$ cat src/logic/pcm_defs.svh
// constants of the panel configuration menu controller
`ifndef PCM_DEFS_SVH
`define PCM_DEFS_SVH
`define PCM_CLK_MHZ      100
`define PCM_MS_CYC       (`PCM_CLK_MHZ * 1000)
`define PCM_REPEAT_MS    1000
`define PCM_FAST_MS      2000
`define PCM_SLOW_STEP_MS 200
`define PCM_FAST_STEP_MS 40
`define PCM_SET_IDLE_MS  10000
`define PCM_MENU_IDLE_MS 60000
`define PCM_LONG_MS      2000
`define PCM_ADDR_MAX     16'h00EF
`define PCM_ADDR_RST     8'h00
`define PCM_DP_MAX       16'h0003
`define PCM_INP_MAX      16'h0007
`define PCM_INP_SERIAL   3'h7
`define PCM_OUTF_MAX     16'h0002
`define PCM_VAL_MAX      16'hFFFF
`define PCM_DAC_FULL     12'hFA0
`define PCM_DAC_OVER     12'hFFF
`define PCM_REG_CTRL     6'h00
`define PCM_REG_STAT     6'h04
`define PCM_REG_ADDR     6'h08
`define PCM_REG_DP       6'h0C
`define PCM_REG_ALO      6'h10
`define PCM_REG_AHI      6'h14
`define PCM_REG_AERR     6'h18
`define PCM_REG_OUTF     6'h1C
`define PCM_REG_DISP     6'h20
`define PCM_REG_DAC      6'h24
`endif

$ cat src/logic/pcm_pkg.sv
// types of the panel configuration menu controller
package pcm_pkg;
  typedef struct packed {
    logic rear;
    logic cancel;
    logic dn;
    logic up;
    logic adv;
  } pcm_btn_t;
  typedef enum logic [1:0] {
    MS_CLOSED = 2'b00,
    MS_VIEW   = 2'b01,
    MS_SET    = 2'b10
  } pcm_mstate_t;
  typedef enum logic [2:0] {
    IT_INP  = 3'b000,
    IT_ADDR = 3'b001,
    IT_DP   = 3'b010,
    IT_ALO  = 3'b011,
    IT_AHI  = 3'b100,
    IT_AERR = 3'b101,
    IT_OUTF = 3'b110
  } pcm_item_t;
  typedef enum logic [1:0] {
    OF_NONE  = 2'b00,
    OF_2P    = 2'b01,
    OF_ALARM = 2'b10
  } pcm_outf_t;
endpackage : pcm_pkg

$ cat src/logic/pcm_menu.sv
// panel configuration menu controller with avalon register slave
//
// The Avalon-MM interface to the registers and the register offsets were left to the implementer.
`timescale 1ns/100ps
`include "pcm_defs.svh"
module pcm_menu import pcm_pkg::*; #(
  parameter int unsigned P_MS_CYC = `PCM_MS_CYC
) (
  input  wire logic        i_clk,
  input  wire logic        i_rst_n,
  input  wire pcm_btn_t    i_btn,
  input  wire logic        i_seg_test_done,
  input  wire logic        i_relay_fitted,
  input  wire logic [15:0] i_meas_value,
  input  wire logic [15:0] i_ser_value,
  input  wire logic        i_ser_valid,
  input  wire logic        i_sys_init,
  input  wire logic        i_sw1,
  input  wire logic        i_alarm,
  input  wire logic        i_error,
  input  wire logic [5:0]  i_avs_address,
  input  wire logic        i_avs_read,
  input  wire logic        i_avs_write,
  input  wire logic [31:0] i_avs_writedata,
  output logic [31:0]      o_avs_readdata,
  output logic             o_avs_waitrequest,
  output logic [15:0]      o_disp_value,
  output logic [2:0]       o_item,
  output logic [1:0]       o_menu_state,
  output logic [15:0]      o_edit_value,
  output logic             o_store,
  output logic [11:0]      o_dac,
  output logic             o_relay,
  output logic             o_serial_mode
);
  // ****************************************
  // button edges and millisecond tick
  // ****************************************
  pcm_btn_t    btn_q;
  pcm_btn_t    rise;
  logic        any_rise;
  logic [31:0] pre_q;
  logic        tick;
  assign rise     = i_btn & ~btn_q;
  assign any_rise = |rise;
  assign tick     = (pre_q == P_MS_CYC - 1);

  always_ff @(posedge i_clk) begin
    if (!i_rst_n) btn_q <= '0;
    else btn_q <= i_btn;
  end

  always_ff @(posedge i_clk) begin
    if (!i_rst_n || tick) pre_q <= '0;
    else pre_q <= pre_q + 32'h1;
  end

  // ****************************************
  // item limits and sequence
  // ****************************************
  function automatic logic [15:0] item_max(input pcm_item_t it);
    unique case (it)
      IT_INP:  item_max = `PCM_INP_MAX;
      IT_ADDR: item_max = `PCM_ADDR_MAX;
      IT_DP:   item_max = `PCM_DP_MAX;
      IT_AERR: item_max = 16'h0001;
      IT_OUTF: item_max = `PCM_OUTF_MAX;
      default: item_max = `PCM_VAL_MAX;
    endcase
  endfunction : item_max

  function automatic pcm_item_t next_item(input pcm_item_t it, input logic ser);
    unique case (it)
      IT_INP:  next_item = ser ? IT_ADDR : IT_INP;
      IT_ADDR: next_item = IT_DP;
      IT_ALO:  next_item = IT_AHI;
      IT_AHI:  next_item = IT_AERR;
      IT_AERR: next_item = IT_ALO;
      IT_OUTF: next_item = IT_OUTF;
      default: next_item = IT_INP;
    endcase
  endfunction : next_item

  // ****************************************
  // stored parameters
  // ****************************************
  pcm_mstate_t st_q;
  pcm_item_t   item_q;
  logic [15:0] edit_q;
  logic [2:0]  inp_q;
  logic [7:0]  addr_q;
  logic [1:0]  dp_q;
  logic [15:0] alo_q;
  logic [15:0] ahi_q;
  logic        aerr_q;
  logic [1:0]  outf_q;
  logic [15:0] stored;
  logic        commit;
  logic        bus_wr;
  logic [15:0] wd;
  assign commit = (st_q == MS_SET) && rise.adv;
  assign wd     = i_avs_writedata[15:0];
  assign o_serial_mode = (inp_q == `PCM_INP_SERIAL);

  always_comb begin
    unique case (item_q)
      IT_INP:  stored = {13'h0000, inp_q};
      IT_ADDR: stored = {8'h00, addr_q};
      IT_DP:   stored = {14'h0000, dp_q};
      IT_ALO:  stored = alo_q;
      IT_AHI:  stored = ahi_q;
      IT_AERR: stored = {15'h0000, aerr_q};
      IT_OUTF: stored = {14'h0000, outf_q};
      default: stored = 16'h0000;
    endcase
  end

  always_ff @(posedge i_clk) begin
    if (!i_rst_n) begin
      inp_q  <= 3'h0;
      addr_q <= `PCM_ADDR_RST;
      dp_q   <= 2'h0;
      alo_q  <= 16'h0000;
      ahi_q  <= 16'h03E8;
      aerr_q <= 1'b0;
      outf_q <= OF_NONE;
    end else if (i_sys_init) begin
      addr_q <= `PCM_ADDR_RST;
    end else if (commit) begin
      unique case (item_q)
        IT_INP:  inp_q  <= edit_q[2:0];
        IT_ADDR: addr_q <= edit_q[7:0];
        IT_DP:   dp_q   <= edit_q[1:0];
        IT_ALO:  alo_q  <= edit_q;
        IT_AHI:  ahi_q  <= edit_q;
        IT_AERR: aerr_q <= edit_q[0];
        IT_OUTF: outf_q <= edit_q[1:0];
        default: ;
      endcase
    end else if (bus_wr) begin
      unique case (i_avs_address)
        `PCM_REG_ADDR: if (wd <= `PCM_ADDR_MAX) addr_q <= wd[7:0];
        `PCM_REG_DP:   dp_q   <= wd[1:0];
        `PCM_REG_CTRL: inp_q  <= wd[2:0];
        `PCM_REG_ALO:  alo_q  <= wd;
        `PCM_REG_AHI:  ahi_q  <= wd;
        `PCM_REG_AERR: aerr_q <= wd[0];
        `PCM_REG_OUTF: if (wd <= `PCM_OUTF_MAX) outf_q <= wd[1:0];
        default: ;
      endcase
    end
  end
  assign o_store = commit;

  // ****************************************
  // hold timers: repeat, long press, idle
  // ****************************************
  logic        updn;
  logic [15:0] hold_ms_q;
  logic [15:0] rep_ms_q;
  logic        rep_step;
  logic [15:0] lp_ms_q;
  logic        lp_done_q;
  logic        combo;
  logic        long_fire;
  logic [15:0] idle_ms_q;
  assign updn  = i_btn.up ^ i_btn.dn;
  assign combo = i_btn.rear && i_btn.adv && i_seg_test_done;
  assign rep_step = tick && updn && (hold_ms_q >= `PCM_REPEAT_MS) &&
                    (rep_ms_q + 16'h1 >= ((hold_ms_q >= `PCM_REPEAT_MS + `PCM_FAST_MS) ?
                     16'(`PCM_FAST_STEP_MS) : 16'(`PCM_SLOW_STEP_MS)));
  assign long_fire = tick && combo && !lp_done_q && (lp_ms_q + 16'h1 > `PCM_LONG_MS);

  always_ff @(posedge i_clk) begin
    if (!i_rst_n || !updn) begin
      hold_ms_q <= 16'h0000;
      rep_ms_q  <= 16'h0000;
    end else if (tick) begin
      if (hold_ms_q != 16'hFFFF) hold_ms_q <= hold_ms_q + 16'h1;
      if (rep_step || hold_ms_q < `PCM_REPEAT_MS) rep_ms_q <= 16'h0000;
      else rep_ms_q <= rep_ms_q + 16'h1;
    end
  end

  always_ff @(posedge i_clk) begin
    if (!i_rst_n || !combo) begin
      lp_ms_q   <= 16'h0000;
      lp_done_q <= 1'b0;
    end else if (tick) begin
      lp_ms_q <= lp_ms_q + 16'h1;
      if (long_fire) lp_done_q <= 1'b1;
    end
  end

  always_ff @(posedge i_clk) begin
    if (!i_rst_n || any_rise || st_q == MS_CLOSED) idle_ms_q <= 16'h0000;
    else if (tick) idle_ms_q <= idle_ms_q + 16'h1;
  end

  // ****************************************
  // menu state and edit value
  // ****************************************
  logic set_idle;
  logic menu_idle;
  logic step_up;
  logic step_dn;
  assign set_idle  = (st_q == MS_SET) && (idle_ms_q > `PCM_SET_IDLE_MS);
  assign menu_idle = (st_q != MS_CLOSED) && (idle_ms_q > `PCM_MENU_IDLE_MS);
  assign step_up   = (rise.up && !i_btn.dn) || (rep_step && i_btn.up);
  assign step_dn   = (rise.dn && !i_btn.up) || (rep_step && i_btn.dn);

  always_ff @(posedge i_clk) begin
    if (!i_rst_n) begin
      st_q   <= MS_CLOSED;
      item_q <= IT_INP;
    end else if (menu_idle) begin
      st_q <= MS_CLOSED;
    end else begin
      unique case (st_q)
        MS_CLOSED: begin
          if (long_fire) begin
            st_q   <= MS_VIEW;
            item_q <= i_relay_fitted ? IT_OUTF : IT_ALO;
          end else if (i_btn.adv && i_btn.up && rise.adv) begin
            st_q   <= MS_VIEW;
            item_q <= IT_INP;
          end
        end
        MS_VIEW: begin
          if (rise.cancel) st_q <= MS_CLOSED;
          else if (rise.adv && !i_btn.rear) item_q <= next_item(item_q, o_serial_mode);
          else if (rise.up || rise.dn) st_q <= MS_SET;
        end
        MS_SET: begin
          if (rise.adv || rise.cancel || set_idle) st_q <= MS_VIEW;
        end
        default: st_q <= MS_CLOSED;
      endcase
    end
  end

  always_ff @(posedge i_clk) begin
    if (!i_rst_n) begin
      edit_q <= 16'h0000;
    end else if (st_q != MS_SET) begin
      edit_q <= stored;
      if (st_q == MS_VIEW && (rise.up || rise.dn)) begin
        if (rise.up) edit_q <= (stored >= item_max(item_q)) ? 16'h0000 : stored + 16'h1;
        else edit_q <= (stored == 16'h0000) ? item_max(item_q) : stored - 16'h1;
      end
    end else if (step_up) begin
      edit_q <= (edit_q >= item_max(item_q)) ? 16'h0000 : edit_q + 16'h1;
    end else if (step_dn) begin
      edit_q <= (edit_q == 16'h0000) ? item_max(item_q) : edit_q - 16'h1;
    end
  end
  assign o_item       = item_q;
  assign o_menu_state = st_q;
  assign o_edit_value = edit_q;

  // ****************************************
  // displayed value, analog output, relay
  // ****************************************
  logic [15:0] disp_q;
  logic [15:0] span;
  logic [27:0] num;
  logic [11:0] dac_d;
  assign span = ahi_q - alo_q;
  assign num  = 28'(disp_q - alo_q) * 28'(`PCM_DAC_FULL);

  always_ff @(posedge i_clk) begin
    if (!i_rst_n) disp_q <= 16'h0000;
    else if (!o_serial_mode) disp_q <= i_meas_value;
    else if (i_ser_valid) disp_q <= i_ser_value;
  end
  assign o_disp_value = disp_q;

  always_comb begin
    if (i_error) dac_d = aerr_q ? `PCM_DAC_OVER : 12'h000;
    else if (ahi_q <= alo_q || disp_q <= alo_q) dac_d = 12'h000;
    else if (disp_q >= ahi_q) dac_d = `PCM_DAC_FULL;
    else dac_d = 12'(num / 28'(span));
  end

  always_ff @(posedge i_clk) begin
    if (!i_rst_n) begin
      o_dac   <= 12'h000;
      o_relay <= 1'b0;
    end else begin
      o_dac <= dac_d;
      unique case (outf_q)
        OF_2P:    o_relay <= i_sw1;
        OF_ALARM: o_relay <= !i_alarm;
        default:  o_relay <= 1'b0;
      endcase
    end
  end

  // ****************************************
  // avalon slave
  // ****************************************
  logic ack_q;
  logic req;
  assign req = i_avs_read || i_avs_write;
  assign o_avs_waitrequest = req && !ack_q;
  assign bus_wr = i_avs_write && ack_q;

  always_ff @(posedge i_clk) begin
    if (!i_rst_n) ack_q <= 1'b0;
    else ack_q <= req && !ack_q;
  end

  always_ff @(posedge i_clk) begin
    if (!i_rst_n) begin
      o_avs_readdata <= 32'h00000000;
    end else if (i_avs_read && !ack_q) begin
      unique case (i_avs_address)
        `PCM_REG_CTRL: o_avs_readdata <= {29'h0, inp_q};
        `PCM_REG_STAT: o_avs_readdata <= {10'h000, edit_q, o_serial_mode, st_q, item_q};
        `PCM_REG_ADDR: o_avs_readdata <= {24'h0, addr_q};
        `PCM_REG_DP:   o_avs_readdata <= {30'h0, dp_q};
        `PCM_REG_ALO:  o_avs_readdata <= {16'h0, alo_q};
        `PCM_REG_AHI:  o_avs_readdata <= {16'h0, ahi_q};
        `PCM_REG_AERR: o_avs_readdata <= {31'h0, aerr_q};
        `PCM_REG_OUTF: o_avs_readdata <= {30'h0, outf_q};
        `PCM_REG_DISP: o_avs_readdata <= {16'h0, disp_q};
        `PCM_REG_DAC:  o_avs_readdata <= {20'h0, o_dac};
        default:       o_avs_readdata <= 32'h00000000;
      endcase
    end
  end

  // ****************************************
  // assertions
  // ****************************************
  property p_ser_disp;
    @(posedge i_clk) disable iff (!i_rst_n)
    (o_serial_mode && i_ser_valid) |=> (o_disp_value == $past(i_ser_value));
  endproperty
  a_ser_disp: assert property (p_ser_disp) else $error("serial value not shown");

  property p_addr_range;
    @(posedge i_clk) disable iff (!i_rst_n) addr_q <= 8'hEF;
  endproperty
  a_addr_range: assert property (p_addr_range) else $error("address above limit");

  property p_init;
    @(posedge i_clk) disable iff (!i_rst_n) i_sys_init |=> addr_q == `PCM_ADDR_RST;
  endproperty
  a_init: assert property (p_init) else $error("address not reset by init");

  property p_commit;
    @(posedge i_clk) disable iff (!i_rst_n)
    (commit && !menu_idle && !i_sys_init) |=> (st_q == MS_VIEW && stored == $past(edit_q));
  endproperty
  a_commit: assert property (p_commit) else $error("commit failed");

  property p_cancel_view;
    @(posedge i_clk) disable iff (!i_rst_n)
    (st_q == MS_VIEW && rise.cancel) |=> st_q == MS_CLOSED;
  endproperty
  a_cancel_view: assert property (p_cancel_view) else $error("cancel did not close");

  property p_cancel_set;
    @(posedge i_clk) disable iff (!i_rst_n)
    (st_q == MS_SET && rise.cancel && !menu_idle) |=> st_q == MS_VIEW ##1 edit_q == stored;
  endproperty
  a_cancel_set: assert property (p_cancel_set) else $error("cancel did not discard");

  property p_wrap;
    @(posedge i_clk) disable iff (!i_rst_n)
    (st_q == MS_SET && step_up && !rise.adv && !rise.cancel && !set_idle && !menu_idle
     && edit_q == item_max(item_q)) |=> edit_q == 16'h0000;
  endproperty
  a_wrap: assert property (p_wrap) else $error("no wrap to low limit");

  property p_idle;
    @(posedge i_clk) disable iff (!i_rst_n)
    (st_q != MS_CLOSED && idle_ms_q > `PCM_MENU_IDLE_MS) |=> st_q == MS_CLOSED;
  endproperty
  a_idle: assert property (p_idle) else $error("menu not closed on idle");

  property p_err_out;
    @(posedge i_clk) disable iff (!i_rst_n)
    i_error |=> o_dac == ($past(aerr_q) ? `PCM_DAC_OVER : 12'h000);
  endproperty
  a_err_out: assert property (p_err_out) else $error("error output wrong");

  property p_relay;
    @(posedge i_clk) disable iff (!i_rst_n)
    (outf_q == OF_ALARM) |=> o_relay == !$past(i_alarm);
  endproperty
  a_relay: assert property (p_relay) else $error("alarm relay not inverted");
endmodule : pcm_menu

$ cat config.mk
export PLATFORM = sky130hd
export DESIGN_NAME = pcm_menu
export DESIGN_NICKNAME = d
export VERILOG_FILES = /design/src/logic/pcm_pkg.sv /design/src/logic/pcm_menu.sv
export VERILOG_INCLUDE_DIRS = /design/src /design/src/logic
export SDC_FILE = /design/constraint.sdc
export NUM_CORES = 2
export LEC_CHECK = 0
export BUFFER_PORTS_ARGS = -buffer_cell sky130_fd_sc_hd__buf_2
export CORE_MARGIN = 1
export CORE_UTILIZATION = 60
export DETAILED_ROUTE_END_ITERATION = 8
export PLACE_DENSITY = 0.76
export SLEW_MARGIN = 10
export SYNTH_ARGS = -nofsm -noshare
export SYNTH_HDL_FRONTEND = slang
export SYNTH_SLANG_ARGS = --single-unit
$ cat constraint.sdc
create_clock -name i_clk -period 130.6 [get_ports i_clk]
set_input_delay 13.06 -clock i_clk [delete_from_list [all_inputs] [get_ports i_clk]]
set_output_delay 13.06 -clock i_clk [all_outputs]
set_load 0.1 [all_outputs]
==> summary.md <==
| Metric | Value |
|---|---|
| Final Max Slew Viols | `0` |
| DP HPWL | `between 80000 and 90000 µm` |
| I/O pins | `between 150 and 200` |
| Synth Warn # | `0` |
| Final setup skew | `between 0.015 and 0.02 ns` |
| Global-route wire length before repair | `~180000 µm` |
| Largest net degree at the start of global routing | `94` |
| Worst-path clk slew | `0.06 ns` |
| Post_cts resized | `0` |
| Prevailing post-synth register cell | `dfxtp_1` |
| Final critical-path required period | `~94 ns` |
| Area occupied by multi-input gates | `31000 µm²` |
| Synth area leader | `ha_1` |
| Count of cell types in the netlist | `~130` |
| DIE WIDTH | `251 µm` |
| DRT iter0 DRCs | `2908` |
| Via count | `roughly 38000` |
| Period utilisation layout | `0.718` |
| CTS Hold Bufs | `0` |
| Grt ovf | `0` |
| Later-pin clock latency in the skew report | `between 0.5 and 0.6 ns` |
| Synth area leaders | `ha_1 16%, dfxtp_1 12%, nor2_1 5.7%` |
| Initial antenna violation count | `8` |
| #FFs+latches synth | `223` |
| Setup TNS | `0 ns` |
| Number of remaining DRC errors | `0` |
| First drt pass iteration count | `8` |
| Antenna Violating Nets Remaining | `0` |
| WS Path Type | `flip-flop to flip-flop` |
| Drt total wl | `~110000 µm` |
| DR WL/cell | `18.7 µm` |
| CTS root buf | `clkbuf_16` |
| Port buffer count | `between 100 and 150` |
| HP Class | `flip-flop to flip-flop` |
| Worst slew margin | `0.186` |
| # fillers | `about 5700` |
| CP max stage cell | `a2111oi_0` |
| Clk sinks | `between 200 and 250` |
| Share of flip-flops with an asynchronous set or reset | `0` |
| Mapped Avg Cell Area | `around 7.3 µm²` |
| Final hold viol count | `0` |
| Global Route Usage Sum | `0.344` |
| Crit-path max FO | `39` |
| Core box area | `approximately 60000 µm²` |
| Vias/cell | `6.36` |
| Initial Utilization | `0.606` |
| Post-synthesis instance total | `~5000` |
| Startpoint types | `flip-flop` |
| H-Tree Depth | `1` |
| Area Growth Syn to Fin | `6.09%` |
| Vias in the first global route | `35400` |
| Hold Path Depth | `2` |
| Status | `finished, final reports clean` |
| Worst-case reg-to-reg path depth | `409` |
| Max_cap viols | `0` |
| Postcts setup bufs | `0` |
| Final net count | `5782` |
| Arrival @ worst endpoint | `94.21 ns` |
| Register area | `between 4000 and 5000 µm²` |
| Chip height | `roughly 250 µm` |
| Yosys top cell area share | `0.157` |
| Most used cell, CP | `o21a_1` |
| Unrepaired setup endpoints after global routing | `no` |
| Die area | `around 63000 µm²` |
| Setup Viol. Count Final | `0` |
| Clock buffer depth | `3` |
| Sequential area share after synthesis | `0.120` |
| Std-Cell Rows | `between 90 and 100` |
| Synth Cell Area | `between 30000 and 40000 µm²` |
| Post-synth EDFFs | `0` |
| Layout cell share with drive strength beyond 1 | `0.0848` |
| TritonCTS buffer count | `26` |
| Routability cong. | `1.00` |
| Fmax | `roughly 11 MHz` |
| CP peak stage delay | `approximately 0.76 ns` |
| CP Data Required Time | `around 130 ns` |
| CTS tree | `yes` |
| Endpoint class of the critical path | `flip-flop` |
| Worst-Margin Slew | `between 1 and 1.5 ns` |
## registers in the layout, indices dropped and copies added (netlist names), 5 cells and up
signal / flops
o_avs_readdata: 22
alo_q: 16
o_dac: 12
ahi_q: 16
pre_q: 32
idle_ms_q: 16
addr_q: 8
lp_ms_q: 16
hold_ms_q: 16
btn_q: 5
o_disp_value: 16
rep_ms_q: 16
o_edit_value: 16
## worst max-delay path: cells and delay by family (launching register included)
kind            cells  cell delay, ns
fa+ha+maj          34           11.29
flops               1            0.62
buf+inv            20            3.79
compound gates    241           52.82
xor+xnor            3            1.01
simple gates      104           21.65
mux                 7            2.17
## cell usage after synthesis (all sizes together), types with 138 or more instances
cell type and n:
a21oi 406, clkbuf 139, dfxtp 223, ha 470, inv 289, nand2 440, nor2 572, nor3 229
o21a 160, o21ai 285, xnor2 168, xor2 138
## through the flow
stage / util / cells / worst slack, ns / area (µm²) / hold slack [ns]
final: 0.643 / 6029 / 36.83 / 39600 / 0.454
after global routing: 0.643 / 6029 / 29.05 / 39600 / 0.481
after CTS: 0.643 / 6026 / 38.20 / 39600 / 0.457
after detailed placement: 0.629 / 5978 / 38.55 / 38700 / 0.448
after global placement: 0.629 / 5978 / 39.67 / 38700 / 0.432
after floorplan: - / 5132 / 49.16 / 37400 / 0.424
## kinds of logic after synthesis
family	count (synthesis)	share of synthesized area
buffers and inverters	481	0.0529
XOR/XNOR	306	0.0720
other	1	0.000100
multiplexers	169	0.0492
flip-flops	223	0.120
adder cells (fa/ha/maj)	528	0.188
AO/OA/AOI/OAI	1526	0.273
AND/OR/NAND/NOR	1889	0.245
## placed cells by master (no fill, tap or decap), types with 129 or more instances in the layout
cell type / netlist / layout
a21oi_1: 404 / 403
buf_2: 3 / 144
dfxtp_1: 223 / 223
ha_1: 470 / 469
inv_1: 286 / 286
nand2_1: 439 / 439
nand3_1: 129 / 129
nor2_1: 570 / 570
nor3_1: 225 / 223
o21a_1: 160 / 160
o21ai_0: 253 / 253
xnor2_1: 168 / 166
xor2_1: 137 / 135
## final cells by class
cell class                      count  share of cell area
Antenna cell                        3            0.000190
Clock buffer                       34              0.0182
Clock inverter                     14             0.00382
Multi-Input combinational cell   4428               0.783
Sequential cell                   223               0.113
Inverter                          295              0.0280
Timing Repair Buffer              195              0.0279
Tap cell                          837              0.0264
## routing by layer
metal | up-vias | track usage | routed length (µm)
met2 | 1275 | 0.574 | 51100
met1 | 17900 | 0.442 | 48800
met3 | 275 | 0.0526 | 7990
li1 | 18900 | - | -
met5 | - | 0 | 64
met4 | 8 | 0.139 | 5010
## final timing paths
kind | slack, ns | from | to
setup / recovery | 36.83 | o_disp_value[1] | o_dac[0]
hold / removal | 0.45 | o_avs_readdata[16] | o_avs_readdata[16]
setup reg to reg | 36.83 | o_disp_value[1] | o_dac[0]
hold reg to reg | 0.45 | o_avs_readdata[16] | o_avs_readdata[16]
Power is left out: the tool's default activity adds up to more than one toggle a clock period on the data nets, which glitch-free logic cannot reach.
